File: config.mk
export PLATFORM = sky130hd
export DESIGN_NAME = aad_channel
export DESIGN_NICKNAME = d
export VERILOG_FILES = /design/src/rtl/aad_pkg.sv /design/src/rtl/aad_channel.sv /design/src/rtl/aad_fifo.sv /design/src/rtl/aad_frame_timer.sv
export VERILOG_INCLUDE_DIRS = /design/src /design/src/rtl
export SDC_FILE = /design/constraint.sdc
export NUM_CORES = 1
export LEC_CHECK = 0
export BUFFER_PORTS_ARGS = -buffer_cell sky130_fd_sc_hd__buf_2
export CAP_MARGIN = 25
export CELL_PAD_IN_SITES_DETAIL_PLACEMENT = 1
export CELL_PAD_IN_SITES_GLOBAL_PLACEMENT = 1
export CORE_MARGIN = 2
export CORE_UTILIZATION = 50
export DETAILED_ROUTE_END_ITERATION = 12
export MAX_ROUTING_LAYER = met4
export PLACE_DENSITY_LB_ADDON = 0.08
export SYNTH_ARGS = -nofsm -noshare
export SYNTH_HDL_FRONTEND = slang
export SYNTH_SLANG_ARGS = --single-unit
export TNS_END_PERCENT = 20
File: constraint.sdc
create_clock -name clk -period 6.8 [get_ports clk]
set_clock_uncertainty 0.15 [all_clocks]
set_input_delay 0.68 -clock clk [delete_from_list [all_inputs] [get_ports clk]]
set_output_delay 0.68 -clock clk [all_outputs]
set_load 0.02 [all_outputs]
File: src/rtl/aad_defs.svh
// aad_defs.svh: offsets, field positions, reset values and timing counts
// assumes inclusion by bare name from rtl files of the aux data channel
//
// Function
// register at 0x07 resets 0x00, bits 3:0 show general inputs 3:0
// bits 7:4 of that register are reserved and read as fixed zero
// forward aux data is carried in its own channel within the audio packets
// data frames start once every 8*16 audio samples
// average rate is frame rate times packets times bytes times eight bits
// forward channel carries four one-byte packets per frame at 48, 44.1 or 32 kHz
// all forward sources share a single queue, so one busy source delays others
// return channel rides in one acknowledge packet per frame carrying five bytes
// return bandwidth is shared by link quality, parallel port and master traffic
// link quality takes 20% of return bandwidth and refreshes at that rate
// parallel port state reporting takes 10% of return bandwidth
// master traffic takes 50%: 20% payload, 30% sync and address overhead
// the remaining 20% of return bandwidth stays unused
// link quality counts good packets of the last 256, saturating at 255
// the forward queue sends bytes in arrival order, one per packet slot
`ifndef AAD_DEFS_SVH
`define AAD_DEFS_SVH

// register indices; byte address is four times the index
`define AAD_IDX_LINK_QUALITY_COUNT 8'h04
`define AAD_IDX_GIN 8'h07
`define AAD_IDX_CTRL 8'h08
`define AAD_IDX_STAT 8'h09
`define AAD_IDX_FWD 8'h0A

// reset values and field positions
`define AAD_GIN_RESET 4'h0
`define AAD_CTRL_RESET 2'h3
`define AAD_CTRL_FWD_EN 0
`define AAD_CTRL_RET_EN 1

// frame timing and payload shape
`define AAD_SAMPLES_PER_FRAME (8*16)
`define AAD_PKTS_PER_FRAME 4
`define AAD_RET_BYTES 5
`define AAD_LQ_WINDOW 256
`define AAD_FIFO_DEPTH 8
`define AAD_SYNC_BYTE 8'hA5
`define AAD_SPARE_BYTE 8'h00

`endif

File: src/rtl/aad_pkg.sv
// aad_pkg: types shared by the aux data channel files
// assumes aad_defs.svh for the numeric constants
package aad_pkg;

  // one classic wishbone request from the master
  typedef struct packed {
    logic cyc;
    logic stb;
    logic we;
    logic [11:0] adr;
    logic [3:0] sel;
    logic [31:0] dat;
  } aad_wb_req_t;

  // five-byte return payload, byte 0 first on air
  typedef struct packed {
    logic [7:0] b4;
    logic [7:0] b3;
    logic [7:0] b2;
    logic [7:0] b1;
    logic [7:0] b0;
  } aad_ret_payload_t;

endpackage

File: src/rtl/aad_channel.sv
// aad_channel: aux data channel with forward queue, return payload and registers
// assumes a classic wishbone master and link logic that takes the pulses
//
// Register access over Wishbone was decided locally.
`timescale 1ns/10ps
`include "aad_defs.svh"
module aad_channel #(
  parameter int FIFO_DEPTH = `AAD_FIFO_DEPTH,
  parameter int SPF = `AAD_SAMPLES_PER_FRAME,
  parameter int LQ_WINDOW = `AAD_LQ_WINDOW
) (
  input wire logic clk,
  input wire logic nrst,
  input aad_pkg::aad_wb_req_t wb_req,
  output logic [31:0] wb_dat_o,
  output logic wb_ack_o,
  input wire logic [3:0] general_inputs,
  input wire logic [7:0] parallel_port,
  input wire logic sample_tick,
  input wire logic pkt_done,
  input wire logic pkt_ok,
  input wire logic src_valid,
  input wire logic [7:0] src_data,
  output logic src_ready,
  output logic fwd_valid,
  output logic [7:0] fwd_data,
  input wire logic mst_valid,
  input wire logic [7:0] mst_addr,
  input wire logic [15:0] mst_data,
  output logic mst_ready,
  output logic ret_valid,
  output aad_pkg::aad_ret_payload_t ret_payload
);
  localparam int LW = $clog2(FIFO_DEPTH) + 1;
  localparam int QW = $clog2(LQ_WINDOW) + 1;

  // the saturation to 255 assumes a 256-packet history
  initial begin
    if (LQ_WINDOW != 256) begin
      $error("aad_channel: LQ_WINDOW must be 256");
    end
  end

  typedef struct packed {
    logic ack;
    logic [31:0] rdat;
    logic [1:0] ctrl;
    logic [3:0] gin;
    logic [LQ_WINDOW-1:0] hist;
    logic [QW-1:0] good;
    logic fv;
    logic [7:0] fd;
    logic rv;
    aad_pkg::aad_ret_payload_t rp;
    logic m_pend;
    logic m_half;
    logic [7:0] m_addr;
    logic [15:0] m_data;
    logic [7:0] m_seq;
  } aad_ch_st_t;

  aad_ch_st_t st_reg, st_next;

  logic frame_start, slot_tick, frame_odd;
  logic fifo_in_valid, fifo_in_ready, fifo_out_valid, fifo_pop;
  logic [7:0] fifo_in_data, fifo_out_data;
  logic [LW-1:0] fifo_level;
  logic req, wr, fwd_en, ret_en, sw_push;
  logic [7:0] idx;

  // count of good packets clipped to the 8-bit register range
  function automatic logic [7:0] lq_sat(input logic [QW-1:0] g);
    lq_sat = (g > QW'(255)) ? 8'hFF : g[7:0];
  endfunction

  // read mux; reserved and unmapped bits read as zero
  function automatic logic [31:0] rd_mux(input logic [7:0] i, input aad_ch_st_t s, input logic [LW-1:0] lvl);
    rd_mux = 32'h0000_0000;
    unique case (i)
      `AAD_IDX_GIN: rd_mux = {28'h000_0000, s.gin};
      `AAD_IDX_LINK_QUALITY_COUNT: rd_mux = {24'h00_0000, lq_sat(s.good)};
      `AAD_IDX_CTRL: rd_mux = {30'h0000_0000, s.ctrl};
      `AAD_IDX_STAT: rd_mux = {16'h0000, 8'(lvl), 5'h00, frame_odd, s.m_half, s.m_pend};
      default: rd_mux = 32'h0000_0000;
    endcase
  endfunction

  // bus request decode; byte address bits 9:2 carry the register index
  assign req = wb_req.cyc && wb_req.stb && !st_reg.ack;
  assign wr = req && wb_req.we;
  assign idx = (wb_req.adr[11:10] == 2'b00) ? wb_req.adr[9:2] : 8'hFF;
  assign fwd_en = st_reg.ctrl[`AAD_CTRL_FWD_EN];
  assign ret_en = st_reg.ctrl[`AAD_CTRL_RET_EN];

  // the pin source wins a tie, software waits with ack held off
  assign sw_push = wr && idx == `AAD_IDX_FWD && wb_req.sel[0] && !src_valid;
  assign fifo_in_valid = src_valid || sw_push;
  assign fifo_in_data = src_valid ? src_data : wb_req.dat[7:0];
  assign src_ready = fifo_in_ready;
  assign fifo_pop = slot_tick && fwd_en && fifo_out_valid;

  assign wb_ack_o = st_reg.ack;
  assign wb_dat_o = st_reg.rdat;
  assign fwd_valid = st_reg.fv;
  assign fwd_data = st_reg.fd;
  assign ret_valid = st_reg.rv;
  assign ret_payload = st_reg.rp;
  assign mst_ready = !st_reg.m_pend;

  aad_fifo #(
    .WIDTH(8),
    .DEPTH(FIFO_DEPTH)
  ) u_fifo (
    .clk(clk),
    .nrst(nrst),
    .in_valid(fifo_in_valid),
    .in_ready(fifo_in_ready),
    .in_data(fifo_in_data),
    .out_valid(fifo_out_valid),
    .out_ready(fifo_pop),
    .out_data(fifo_out_data),
    .level(fifo_level)
  );

  aad_frame_timer #(
    .SPF(SPF),
    .PPF(`AAD_PKTS_PER_FRAME)
  ) u_timer (
    .clk(clk),
    .nrst(nrst),
    .en(fwd_en || ret_en),
    .sample_tick(sample_tick),
    .frame_start(frame_start),
    .slot_tick(slot_tick),
    .frame_odd(frame_odd)
  );

  // next-state logic for the whole channel
  always_comb begin
    st_next = st_reg;
    st_next.ack = 1'b0;
    st_next.fv = 1'b0;
    st_next.rv = 1'b0;

    // general inputs are sampled every cycle; upper nibble stays zero
    st_next.gin = general_inputs;

    // register slave: one cycle to ack, forward writes wait for room
    if (req) begin
      if (sw_push && !fifo_in_ready) begin
        st_next.ack = 1'b0;
      end else if (wr && idx == `AAD_IDX_FWD && wb_req.sel[0] && src_valid) begin
        st_next.ack = 1'b0; // retried next cycle once the pin source is idle
      end else begin
        st_next.ack = 1'b1;
        st_next.rdat = wb_req.we ? st_reg.rdat : rd_mux(idx, st_reg, fifo_level);
        if (wr && idx == `AAD_IDX_CTRL && wb_req.sel[0]) begin
          st_next.ctrl = wb_req.dat[1:0];
        end
      end
    end

    // sliding window of the last 256 packet outcomes
    if (pkt_done) begin
      st_next.hist = {st_reg.hist[LQ_WINDOW-2:0], pkt_ok};
      st_next.good = st_reg.good + QW'(pkt_ok) - QW'(st_reg.hist[LQ_WINDOW-1]);
    end

    // one queued byte per forward packet slot
    if (fifo_pop) begin
      st_next.fv = 1'b1;
      st_next.fd = fifo_out_data;
    end

    // master request is held until both halves have gone out
    if (mst_valid && !st_reg.m_pend) begin
      st_next.m_pend = 1'b1;
      st_next.m_addr = mst_addr;
      st_next.m_data = mst_data;
    end

    // one acknowledge payload per frame; even and odd frames split the shares
    if (frame_start && ret_en) begin
      st_next.rv = 1'b1;
      st_next.rp.b0 = lq_sat(st_reg.good);
      if (!frame_odd) begin
        st_next.rp.b1 = parallel_port;
        st_next.rp.b2 = st_reg.m_pend ? `AAD_SYNC_BYTE : `AAD_SPARE_BYTE;
        st_next.rp.b3 = st_reg.m_pend ? st_reg.m_addr : `AAD_SPARE_BYTE;
        st_next.rp.b4 = st_reg.m_pend ? st_reg.m_data[7:0] : `AAD_SPARE_BYTE;
        st_next.m_half = st_reg.m_pend;
      end else begin
        st_next.rp.b1 = st_reg.m_half ? st_reg.m_seq : `AAD_SPARE_BYTE;
        st_next.rp.b2 = st_reg.m_half ? st_reg.m_data[15:8] : `AAD_SPARE_BYTE;
        st_next.rp.b3 = `AAD_SPARE_BYTE;
        st_next.rp.b4 = `AAD_SPARE_BYTE;
        if (st_reg.m_half) begin
          st_next.m_pend = 1'b0;
          st_next.m_half = 1'b0;
          st_next.m_seq = st_reg.m_seq + 8'h01;
        end
      end
    end
  end

  // state register
  always_ff @(posedge clk) begin
    if (!nrst) begin
      st_reg <= '0;
      st_reg.ctrl <= `AAD_CTRL_RESET;
      st_reg.gin <= `AAD_GIN_RESET;
    end else begin
      st_reg <= st_next;
    end
  end
endmodule

File: src/rtl/aad_fifo.sv
// aad_fifo: shared forward byte queue with valid/ready on both sides
// assumes one clock and a synchronous active-low reset
`timescale 1ns/10ps
module aad_fifo #(
  parameter int WIDTH = 8,
  parameter int DEPTH = 8
) (
  input wire logic clk,
  input wire logic nrst,
  input wire logic in_valid,
  output logic in_ready,
  input wire logic [WIDTH-1:0] in_data,
  output logic out_valid,
  input wire logic out_ready,
  output logic [WIDTH-1:0] out_data,
  output logic [$clog2(DEPTH):0] level
);
  localparam int AW = $clog2(DEPTH);

  // pointer wrap relies on a power-of-two depth
  initial begin
    if (DEPTH < 2 || (DEPTH & (DEPTH - 1)) != 0 || WIDTH < 1) begin
      $error("aad_fifo: DEPTH must be a power of two >= 2");
    end
  end

  typedef struct packed {
    logic [AW:0] wp;
    logic [AW:0] rp;
  } aad_fifo_st_t;

  aad_fifo_st_t st_reg, st_next;
  logic [WIDTH-1:0] mem [DEPTH];
  logic push, pop;

  // full when pointers differ only in the wrap bit
  assign in_ready = (st_reg.wp ^ st_reg.rp) != {1'b1, {AW{1'b0}}};
  assign out_valid = st_reg.wp != st_reg.rp;
  assign out_data = mem[st_reg.rp[AW-1:0]];
  assign level = st_reg.wp - st_reg.rp;
  assign push = in_valid && in_ready;
  assign pop = out_valid && out_ready;

  // pointer update, strict arrival order
  always_comb begin
    st_next = st_reg;
    if (push) begin
      st_next.wp = st_reg.wp + 1'b1;
    end
    if (pop) begin
      st_next.rp = st_reg.rp + 1'b1;
    end
  end

  always_ff @(posedge clk) begin
    if (!nrst) begin
      st_reg <= '0;
    end else begin
      st_reg <= st_next;
    end
  end

  // storage holds no control state, so it needs no reset
  always_ff @(posedge clk) begin
    if (push) begin
      mem[st_reg.wp[AW-1:0]] <= in_data;
    end
  end
endmodule

File: src/rtl/aad_frame_timer.sv
// aad_frame_timer: derives frame starts and packet slots from audio samples
// assumes sample_tick is a one-cycle pulse per audio sample
`timescale 1ns/10ps
`include "aad_defs.svh"
module aad_frame_timer #(
  parameter int SPF = `AAD_SAMPLES_PER_FRAME,
  parameter int PPF = `AAD_PKTS_PER_FRAME
) (
  input wire logic clk,
  input wire logic nrst,
  input wire logic en,
  input wire logic sample_tick,
  output logic frame_start,
  output logic slot_tick,
  output logic frame_odd
);
  localparam int CW = $clog2(SPF);
  localparam int SPP = SPF / PPF;
  localparam int SW = (SPP > 1) ? $clog2(SPP) : 1;

  // slot boundaries are taken from low counter bits
  initial begin
    if ((SPF & (SPF - 1)) != 0 || (SPP & (SPP - 1)) != 0 || SPP < 2 || SPF != SPP * PPF) begin
      $error("aad_frame_timer: SPF and SPF/PPF must be powers of two");
    end
  end

  typedef struct packed {
    logic [CW-1:0] cnt;
    logic odd;
    logic fs;
    logic sl;
    logic par;
  } aad_tmr_st_t;

  aad_tmr_st_t st_reg, st_next;

  assign frame_start = st_reg.fs;
  assign slot_tick = st_reg.sl;
  assign frame_odd = st_reg.par;

  // one frame per SPF samples, PPF evenly spaced slots inside it
  always_comb begin
    st_next = st_reg;
    st_next.fs = 1'b0;
    st_next.sl = 1'b0;
    if (!en) begin
      st_next.cnt = '0;
    end else if (sample_tick) begin
      if (st_reg.cnt == '0) begin
        st_next.fs = 1'b1;
        st_next.par = st_reg.odd;
        st_next.odd = ~st_reg.odd;
      end
      if (st_reg.cnt[SW-1:0] == '0) begin
        st_next.sl = 1'b1;
      end
      st_next.cnt = (st_reg.cnt == CW'(SPF - 1)) ? '0 : st_reg.cnt + 1'b1;
    end
  end

  always_ff @(posedge clk) begin
    if (!nrst) begin
      st_reg <= '0;
    end else begin
      st_reg <= st_next;
    end
  end
endmodule

**After elaboration in Yosys (flattened, before gate mapping)**

Memories as Yosys holds them, arrays and structs flattened. A register that Yosys moved wholly into a read port is not among the register bits.
Cells that the tools add are included.

- $add $sub $neg: 7
- Magnitude comparators: 1
- Bitwise logic cells: 7
- Equal/unequal tests: 8
- Reductions and logical operators: 32
- Multiplexer cells: 24

Operators by type and width:

| cell | number |
|---|---|
| 8-bit 2-to-1 mux | 8 |
| 12-bit one-hot mux with 4 select lines | 1 |
| 43-bit 2-to-1 mux | 1 |
| 32-bit 2-to-1 mux | 1 |
| 8-bit by 4-bit == test with 1-bit output, second input constant | 3 |
| 8-bit by 3-bit == test with 1-bit output, second input constant | 2 |
| 1-bit logical AND | 16 |
| 9-bit by 1-bit adder with 9-bit output | 1 |
| 9-bit by 8-bit > comparator with 1-bit output, second input constant | 1 |
| 9-bit 2-to-1 mux | 1 |
| 3-bit AND reduction | 3 |
| 9-bit by 1-bit subtractor with 9-bit output | 1 |
| 4-bit by 1-bit adder with 4-bit output, second input constant | 2 |
| 8-bit by 1-bit adder with 8-bit output, second input constant | 1 |
| 1-bit 2-to-1 mux | 8 |
| 4-bit AND reduction | 2 |
| 7-bit by 1-bit adder with 7-bit output, second input constant | 1 |
| 7-bit == test, second input constant | 1 |
| 7-bit zero test | 1 |
| 7-bit 2-to-1 mux | 1 |
| 3-bit 2-to-1 mux | 2 |
| 1-bit NOT | 6 |
| 5-bit zero test | 1 |
| 1-bit zero test | 4 |
| other kinds (9) | 10 |

- Output and inout bits: 85
- Logic and storage cells: 106
- Flip-flop bits (word level): 407
- Input bits: 102
- Memories kept: 1
- RAM bits: 64

Memory list:

| memory | depth | bits a word | read ports | clocked after Yosys merged registers in | wr ports | RTL line | RTL |
|---|---|---|---|---|---|---|---|
| u_fifo.mem | 8 | 8 | 1 | 1 | 1 | aad_fifo.sv:33 | `logic [WIDTH-1:0] mem [DEPTH];` |

**Logic depth before layout (Yosys ltp)**

- Word-level depth: 10
- Depth in mapped cells: 10
- Mapped depth without buffers: 10

**Hierarchy**

From an unflattened synthesis, not the netlist that was laid out.

- Cells, all modules: 1704
- Area total of the unflattened synthesis: 18849.3 µm²

Modules (own cells, without submodules):

| module | sequential area each (µm²) | area each (µm²) | times used | cells each |
|---|---|---|---|---|
| aad_channel | 7367.1 | 15235.9 | 1 | 1481 |
| aad_fifo | 2142.1 | 3109.2 | 1 | 168 |
| aad_frame_timer | 220.2 | 504.2 | 1 | 55 |

**Least setup slack after synthesis**

OpenSTA, ideal clock, no wires.

- Path type: input to register
- From: input wb_req[42] (netlist bit)
- To: memory u_fifo.mem[0][0], enable pin
- Stages: 5
- Data required time: 6267 ps
- Buffers on the path: 0
- Arrival: 2445 ps
- Setup slack: 3821 ps
- Setup time: 383 ps
- Cells stage by stage: or4_4 -> nor4_1 -> a22o_2 -> nand2_1 -> nor3_1

- Longest elaborated chain between the ends: 9

RTL lines:

| item | RTL line | RTL |
|---|---|---|
| from (decl) | aad_channel.sv:14 | `input aad_pkg::aad_wb_req_t wb_req,` |
| 8-bit 2-to-1 mux | aad_channel.sv:91 | `assign idx = (wb_req.adr[11:10] == 2'b00) ? wb_req.adr[9:2] : 8'hFF;` |
| 8-bit by 4-bit == test with 1-bit output (no line) | n/a |  |
| 1-bit logical AND (no line) | n/a |  |
| 1-bit logical AND (2 in series) | aad_channel.sv:96 | `` assign sw_push = wr && idx == `AAD_IDX_FWD && wb_req.sel[0] && !src_valid; `` |
| 1-bit logical OR | aad_channel.sv:97 | `assign fifo_in_valid = src_valid \|\| sw_push;` |
| 1-bit logical AND | aad_fifo.sv:41 | `assign push = in_valid && in_ready;` |
| 1-bit 2-to-1 mux | aad_fifo.sv:65 | `if (push) begin` |
| 1-bit 2-to-1 mux (implied by the code) | aad_fifo.sv:66 | `mem[st_reg.wp[AW-1:0]] <= in_data;` |
| to (decl) | aad_fifo.sv:33 |  |

Every way passes these cells.

**Worst setup path after layout**

- From: input wb_req[42] (netlist bit)
- To: memory u_fifo.mem[6][5], enable pin

The elaborated chain is that of the path after synthesis.

==> results.py <==
metrics = {
    "logic_synthesis": {
        "synth_xor_area_share_pct": 1.191,
        "leading_cell_types_by_total_area_after_synthesis": "sky130_fd_sc_hd__dfxtp_1, sky130_fd_sc_hd__mux2i_1, sky130_fd_sc_hd__edfxtp_1",
        "postSynth.topFlopCell": "sky130_fd_sc_hd__dfxtp_1",
        "mappedNetlistArea_sq_um": 17650,
        "synth_simple_gate_area_share_pct": 12.42,
        "synth_top_family_by_area": "multiplexers",
        "async_reset_ff_share_pct": 0,
        "synth.mux.area_fraction_pct": 18.14,
        "synth_enable_flop_cells": 64,
        "postSynthCellCount": 1658,
        "synth_compound_gate_area_share_pct": 4.912,
        "cell_type_with_the_highest_aggregate_area_in_the_netlist": "sky130_fd_sc_hd__dfxtp_1",
        "synth_cell_type_count": 60,
        "yosys_register_bits": 454,
        "synth_fa_ha_area_share_pct": 1.928,
        "yosys_warnings": 0,
        "synth-seq-area-share_pct": 55.11,
        "syn_area_per_cell_sq_um": 10.65,
        "synth_top_area_share_pct": 44.23,
    },
    "setup_path": {
        "cpMaxStageDelayCell": "sky130_fd_sc_hd__nor2_1",
        "cell_breakdown_of_the_critical_path": "buf_2 > or4_4 > nor4_1 > a22o_2 > nand2_1 > nor2_1",
        "cp_top_family": "simple AND/OR/NAND/NOR gates",
        "path_class": "input port to register",
        "worst_setup_path_start_kind": "input port",
        "reg2reg_from": "u_fifo.st_reg[1]",
        "crit_path_max_incr_delay_ps": 790,
        "cp_data_arrival_time_ps": 2980,
        "timing.critical_path.from": "wb_req[42]",
        "worst_ep_required_time_ps": 6830,
        "crit_fanout": 8,
        "critical_path.endpoint_type": "register",
        "timing.critical_path.buf_inv": 1,
    },
    "placed_design": {
        "number_of_port_buffers": 137,
        "hpwlAfterDp_um": 22190,
        "postPlaceCellArea_sq_um": 18130,
        "place.gp.congestion": 0.7895,
        "detailedPlace.worstSlack_ps": 3254,
    },
    "clocking": {
        "cts_root_buffer": "sky130_fd_sc_hd__clkbuf_16",
        "cts.sink_count": 454,
        "clk-insertion-delay-late_ps": 570,
        "cts_htree_levels": 2,
        "clk_pin_slew_worst_paths_ps": 60,
        "cts_setup_buffers": 0,
        "cts_max_path_buffers": 3,
        "cts_hold_buffers": 0,
        "ctsResizeCount": 0,
        "tritoncts": "done",
        "cts_buffers": 47,
    },
    "sta": {
        "setup_ws_ps": 3850,
        "post-route-period-util_pct": 43.38,
        "worst_slew_pin_slew_ps": 1107,
        "final_report_setup_violation_count": 0,
        "fin_hold_ws_ps": 173.3,
        "hold_viol": 0,
        "setup-tns-final_ps": 0,
        "clock.fmax_mhz": 339.0,
        "finalWorstPathRequiredPeriod_ps": 2950,
        "rsz0062_at_grt": "false",
        "report.final.slew_viol_count": 0,
        "maxSlewHeadroom_pct": 26.20,
    },
    "detailed_routing": {
        "detail_route.vias_per_cell": 5.251,
        "detail_route.wl_per_cell_um": 16.19,
        "drtPass1Iterations": 5,
        "drt-total-wl_um": 35410,
        "route.detailed.drc": 0,
        "detail_route.iter0.violations": 485,
        "routed-via-count": 11490,
        "postRouteAntennaNets": 0,
    },
    "grt": {
        "first_global_vias": 11730,
        "antenna_found_initial": 1,
        "grt_max_degree": 189,
        "grt_remaining_overflow": 0,
        "wire_length_of_the_first_global_routing_pass_um": 57900,
        "gr-usage-all-layers_pct": 19.94,
    },
    "power": {
        "power.static_leakage_nw": 8.302,
        "ir_drop_mv": 0.1965,
        "p_per_area_nw_per_um2": 298.3,
    },
    "final_layout": {
        "area_used_by_multi_input_combinational_logic_sq_um": 6897,
        "fillerInstances": 3690,
        "drive_above_1_share_pct": 14.85,
        "area.growth.synth_to_final_pct": 11.78,
        "stdcell_area_sq_um": 19730,
        "largest_reg_flops": 303,
        "finalNetCount": 1823,
        "final-seq-area_sq_um": 9729,
    },
    "hold_path": {
        "hold_path_class": "input port to register",
        "holdCritStartpoint": "general_inputs[2]",
    },
    "floorplanning": {
        "placementRows": 68,
        "effective_utilization_at_floorplan_pct": 50.98,
        "floorplan.io_pins": 187,
        "fp.coreArea_sq_um": 34630,
        "die_x_um": 191.9,
        "floorplan.die_area_sq_um": 36830,
        "die_height_um": 191.9,
    },
    "flow_run": {
        "max_cap_viols": 0,
    },
    "status": {
        "status": "finished clean",
    },
}
## Yosys cell counts, types with 3 or more instances
cell type,instances
sky130_fd_sc_hd__a211oi_1,16
sky130_fd_sc_hd__a21o_1,3
sky130_fd_sc_hd__a21oi_1,35
sky130_fd_sc_hd__a221oi_1,12
sky130_fd_sc_hd__a22oi_1,21
sky130_fd_sc_hd__a2bb2oi_1,4
sky130_fd_sc_hd__and2_1,6
sky130_fd_sc_hd__and3_1,4
sky130_fd_sc_hd__buf_1,22
sky130_fd_sc_hd__buf_2,3
sky130_fd_sc_hd__buf_4,80
sky130_fd_sc_hd__clkbuf_1,73
sky130_fd_sc_hd__dfxtp_1,390
sky130_fd_sc_hd__edfxtp_1,64
sky130_fd_sc_hd__ha_1,24
sky130_fd_sc_hd__inv_1,26
sky130_fd_sc_hd__mux2_2,8
sky130_fd_sc_hd__mux2i_1,275
sky130_fd_sc_hd__mux4_2,16
sky130_fd_sc_hd__nand2_1,71
sky130_fd_sc_hd__nand2b_1,7
sky130_fd_sc_hd__nand3_1,22
sky130_fd_sc_hd__nand3b_1,4
sky130_fd_sc_hd__nand4_1,8
sky130_fd_sc_hd__nor2_1,358
sky130_fd_sc_hd__nor2b_1,3
sky130_fd_sc_hd__nor3_1,17
sky130_fd_sc_hd__o21ai_0,10
sky130_fd_sc_hd__o21bai_1,3
sky130_fd_sc_hd__o31ai_1,5
sky130_fd_sc_hd__or2_2,3
sky130_fd_sc_hd__or4_1,3
sky130_fd_sc_hd__xnor2_1,8
sky130_fd_sc_hd__xor2_1,16
## layout make-up
cell class,count,share of cell area (%)
diodes,1,0.01268
clock buffers,66,6.734
clock inverters,19,1.091
inverters,26,0.5326
multi-input cells,1016,34.95
flip-flops and latches,454,49.31
well taps,455,2.885
repair buffers,150,4.489
## routing by layer
metal	vias to the layer above	share of wire (%)	global-route usage [%]
met1	5611	45	24.19
met4	0	2.3	5.947
met5	-	0	-
met3	69	3.8	4.184
met2	162	49	33.44
li1	5643	-	-
## per-stage QoR
stage | util [%] | total power (W) | cells
after floorplan | - | 0.003271 | 1677
after global placement | 52.24 | 0.003366 | 2097
after detailed placement | 52.36 | 0.003388 | 2099
after CTS | 56.82 | 0.005967 | 2184
after global routing | 56.98 | 0.006140 | 2187
final | 56.98 | 0.005887 | 2187
## cells by family (layout without fill, tap and decap cells)
group                      Yosys count  in the layout
other                                1             21
DFF                                454            454
AOI/OAI and AO/OA                  126            126
xor gates and xnor gates            24             24
buffers and inverters              207            261
muxes                              299            299
adders and majority gates           26             26
and+or+nand+nor                    521            521
## placed cells by master, fill, tap and decap left out, types with 5 or more instances in the layout
| cell type | synthesis | final |
|---|---|---|
| sky130_fd_sc_hd__a221oi_1 | 12 | 12 |
| sky130_fd_sc_hd__clkbuf_16 | 0 | 48 |
| sky130_fd_sc_hd__buf_2 | 3 | 136 |
| sky130_fd_sc_hd__xor2_1 | 16 | 16 |
| sky130_fd_sc_hd__o21ai_0 | 10 | 10 |
| sky130_fd_sc_hd__nand4_1 | 8 | 8 |
| sky130_fd_sc_hd__buf_4 | 80 | 7 |
| sky130_fd_sc_hd__conb_1 | 1 | 20 |
| sky130_fd_sc_hd__nor2_1 | 358 | 358 |
| sky130_fd_sc_hd__dfxtp_1 | 390 | 390 |
| sky130_fd_sc_hd__nand2_1 | 71 | 71 |
| sky130_fd_sc_hd__clkbuf_8 | 1 | 6 |
| sky130_fd_sc_hd__a22oi_1 | 21 | 21 |
| sky130_fd_sc_hd__and2_1 | 6 | 6 |
| sky130_fd_sc_hd__clkbuf_1 | 73 | 12 |
| sky130_fd_sc_hd__nand2b_1 | 7 | 7 |
| sky130_fd_sc_hd__nand3_1 | 22 | 22 |
| sky130_fd_sc_hd__mux4_2 | 16 | 16 |
| sky130_fd_sc_hd__a211oi_1 | 16 | 16 |
| sky130_fd_sc_hd__inv_1 | 26 | 25 |
| sky130_fd_sc_hd__xnor2_1 | 8 | 8 |
| sky130_fd_sc_hd__edfxtp_1 | 64 | 64 |
| sky130_fd_sc_hd__mux2_2 | 8 | 8 |
| sky130_fd_sc_hd__nor3_1 | 17 | 16 |
| sky130_fd_sc_hd__clkinv_2 | 0 | 8 |
| sky130_fd_sc_hd__o31ai_1 | 5 | 5 |
| sky130_fd_sc_hd__mux2i_1 | 275 | 275 |
| sky130_fd_sc_hd__ha_1 | 24 | 24 |
| sky130_fd_sc_hd__a21oi_1 | 35 | 35 |
## power breakdown
part | internal [W] | switching [W]
clock network | 0.00152 | 0.00103
registers | 0.00278 | 0.0000472
logic | 0.000201 | 0.000314
## worst reg2reg max path, stage by stage, from the launching register on
cell and delay, ps:
sky130_fd_sc_hd__dfxtp_1 420, sky130_fd_sc_hd__inv_1 90, sky130_fd_sc_hd__ha_1 340, sky130_fd_sc_hd__and3_1 180, sky130_fd_sc_hd__a21oi_1 150, sky130_fd_sc_hd__a22o_2 240, sky130_fd_sc_hd__nand2_1 150, sky130_fd_sc_hd__nor2_1 790
## final timing paths
path	to	slack (ps)	cells after the start
worst max-delay path	u_fifo.mem[6][5]	3850	6
worst min-delay path	st_reg[351]	170	2
worst max register to register	u_fifo.mem[6][5]	3910	7
worst min register to register	st_reg[23]	300	2
Power figures use the tool's default switching activity.
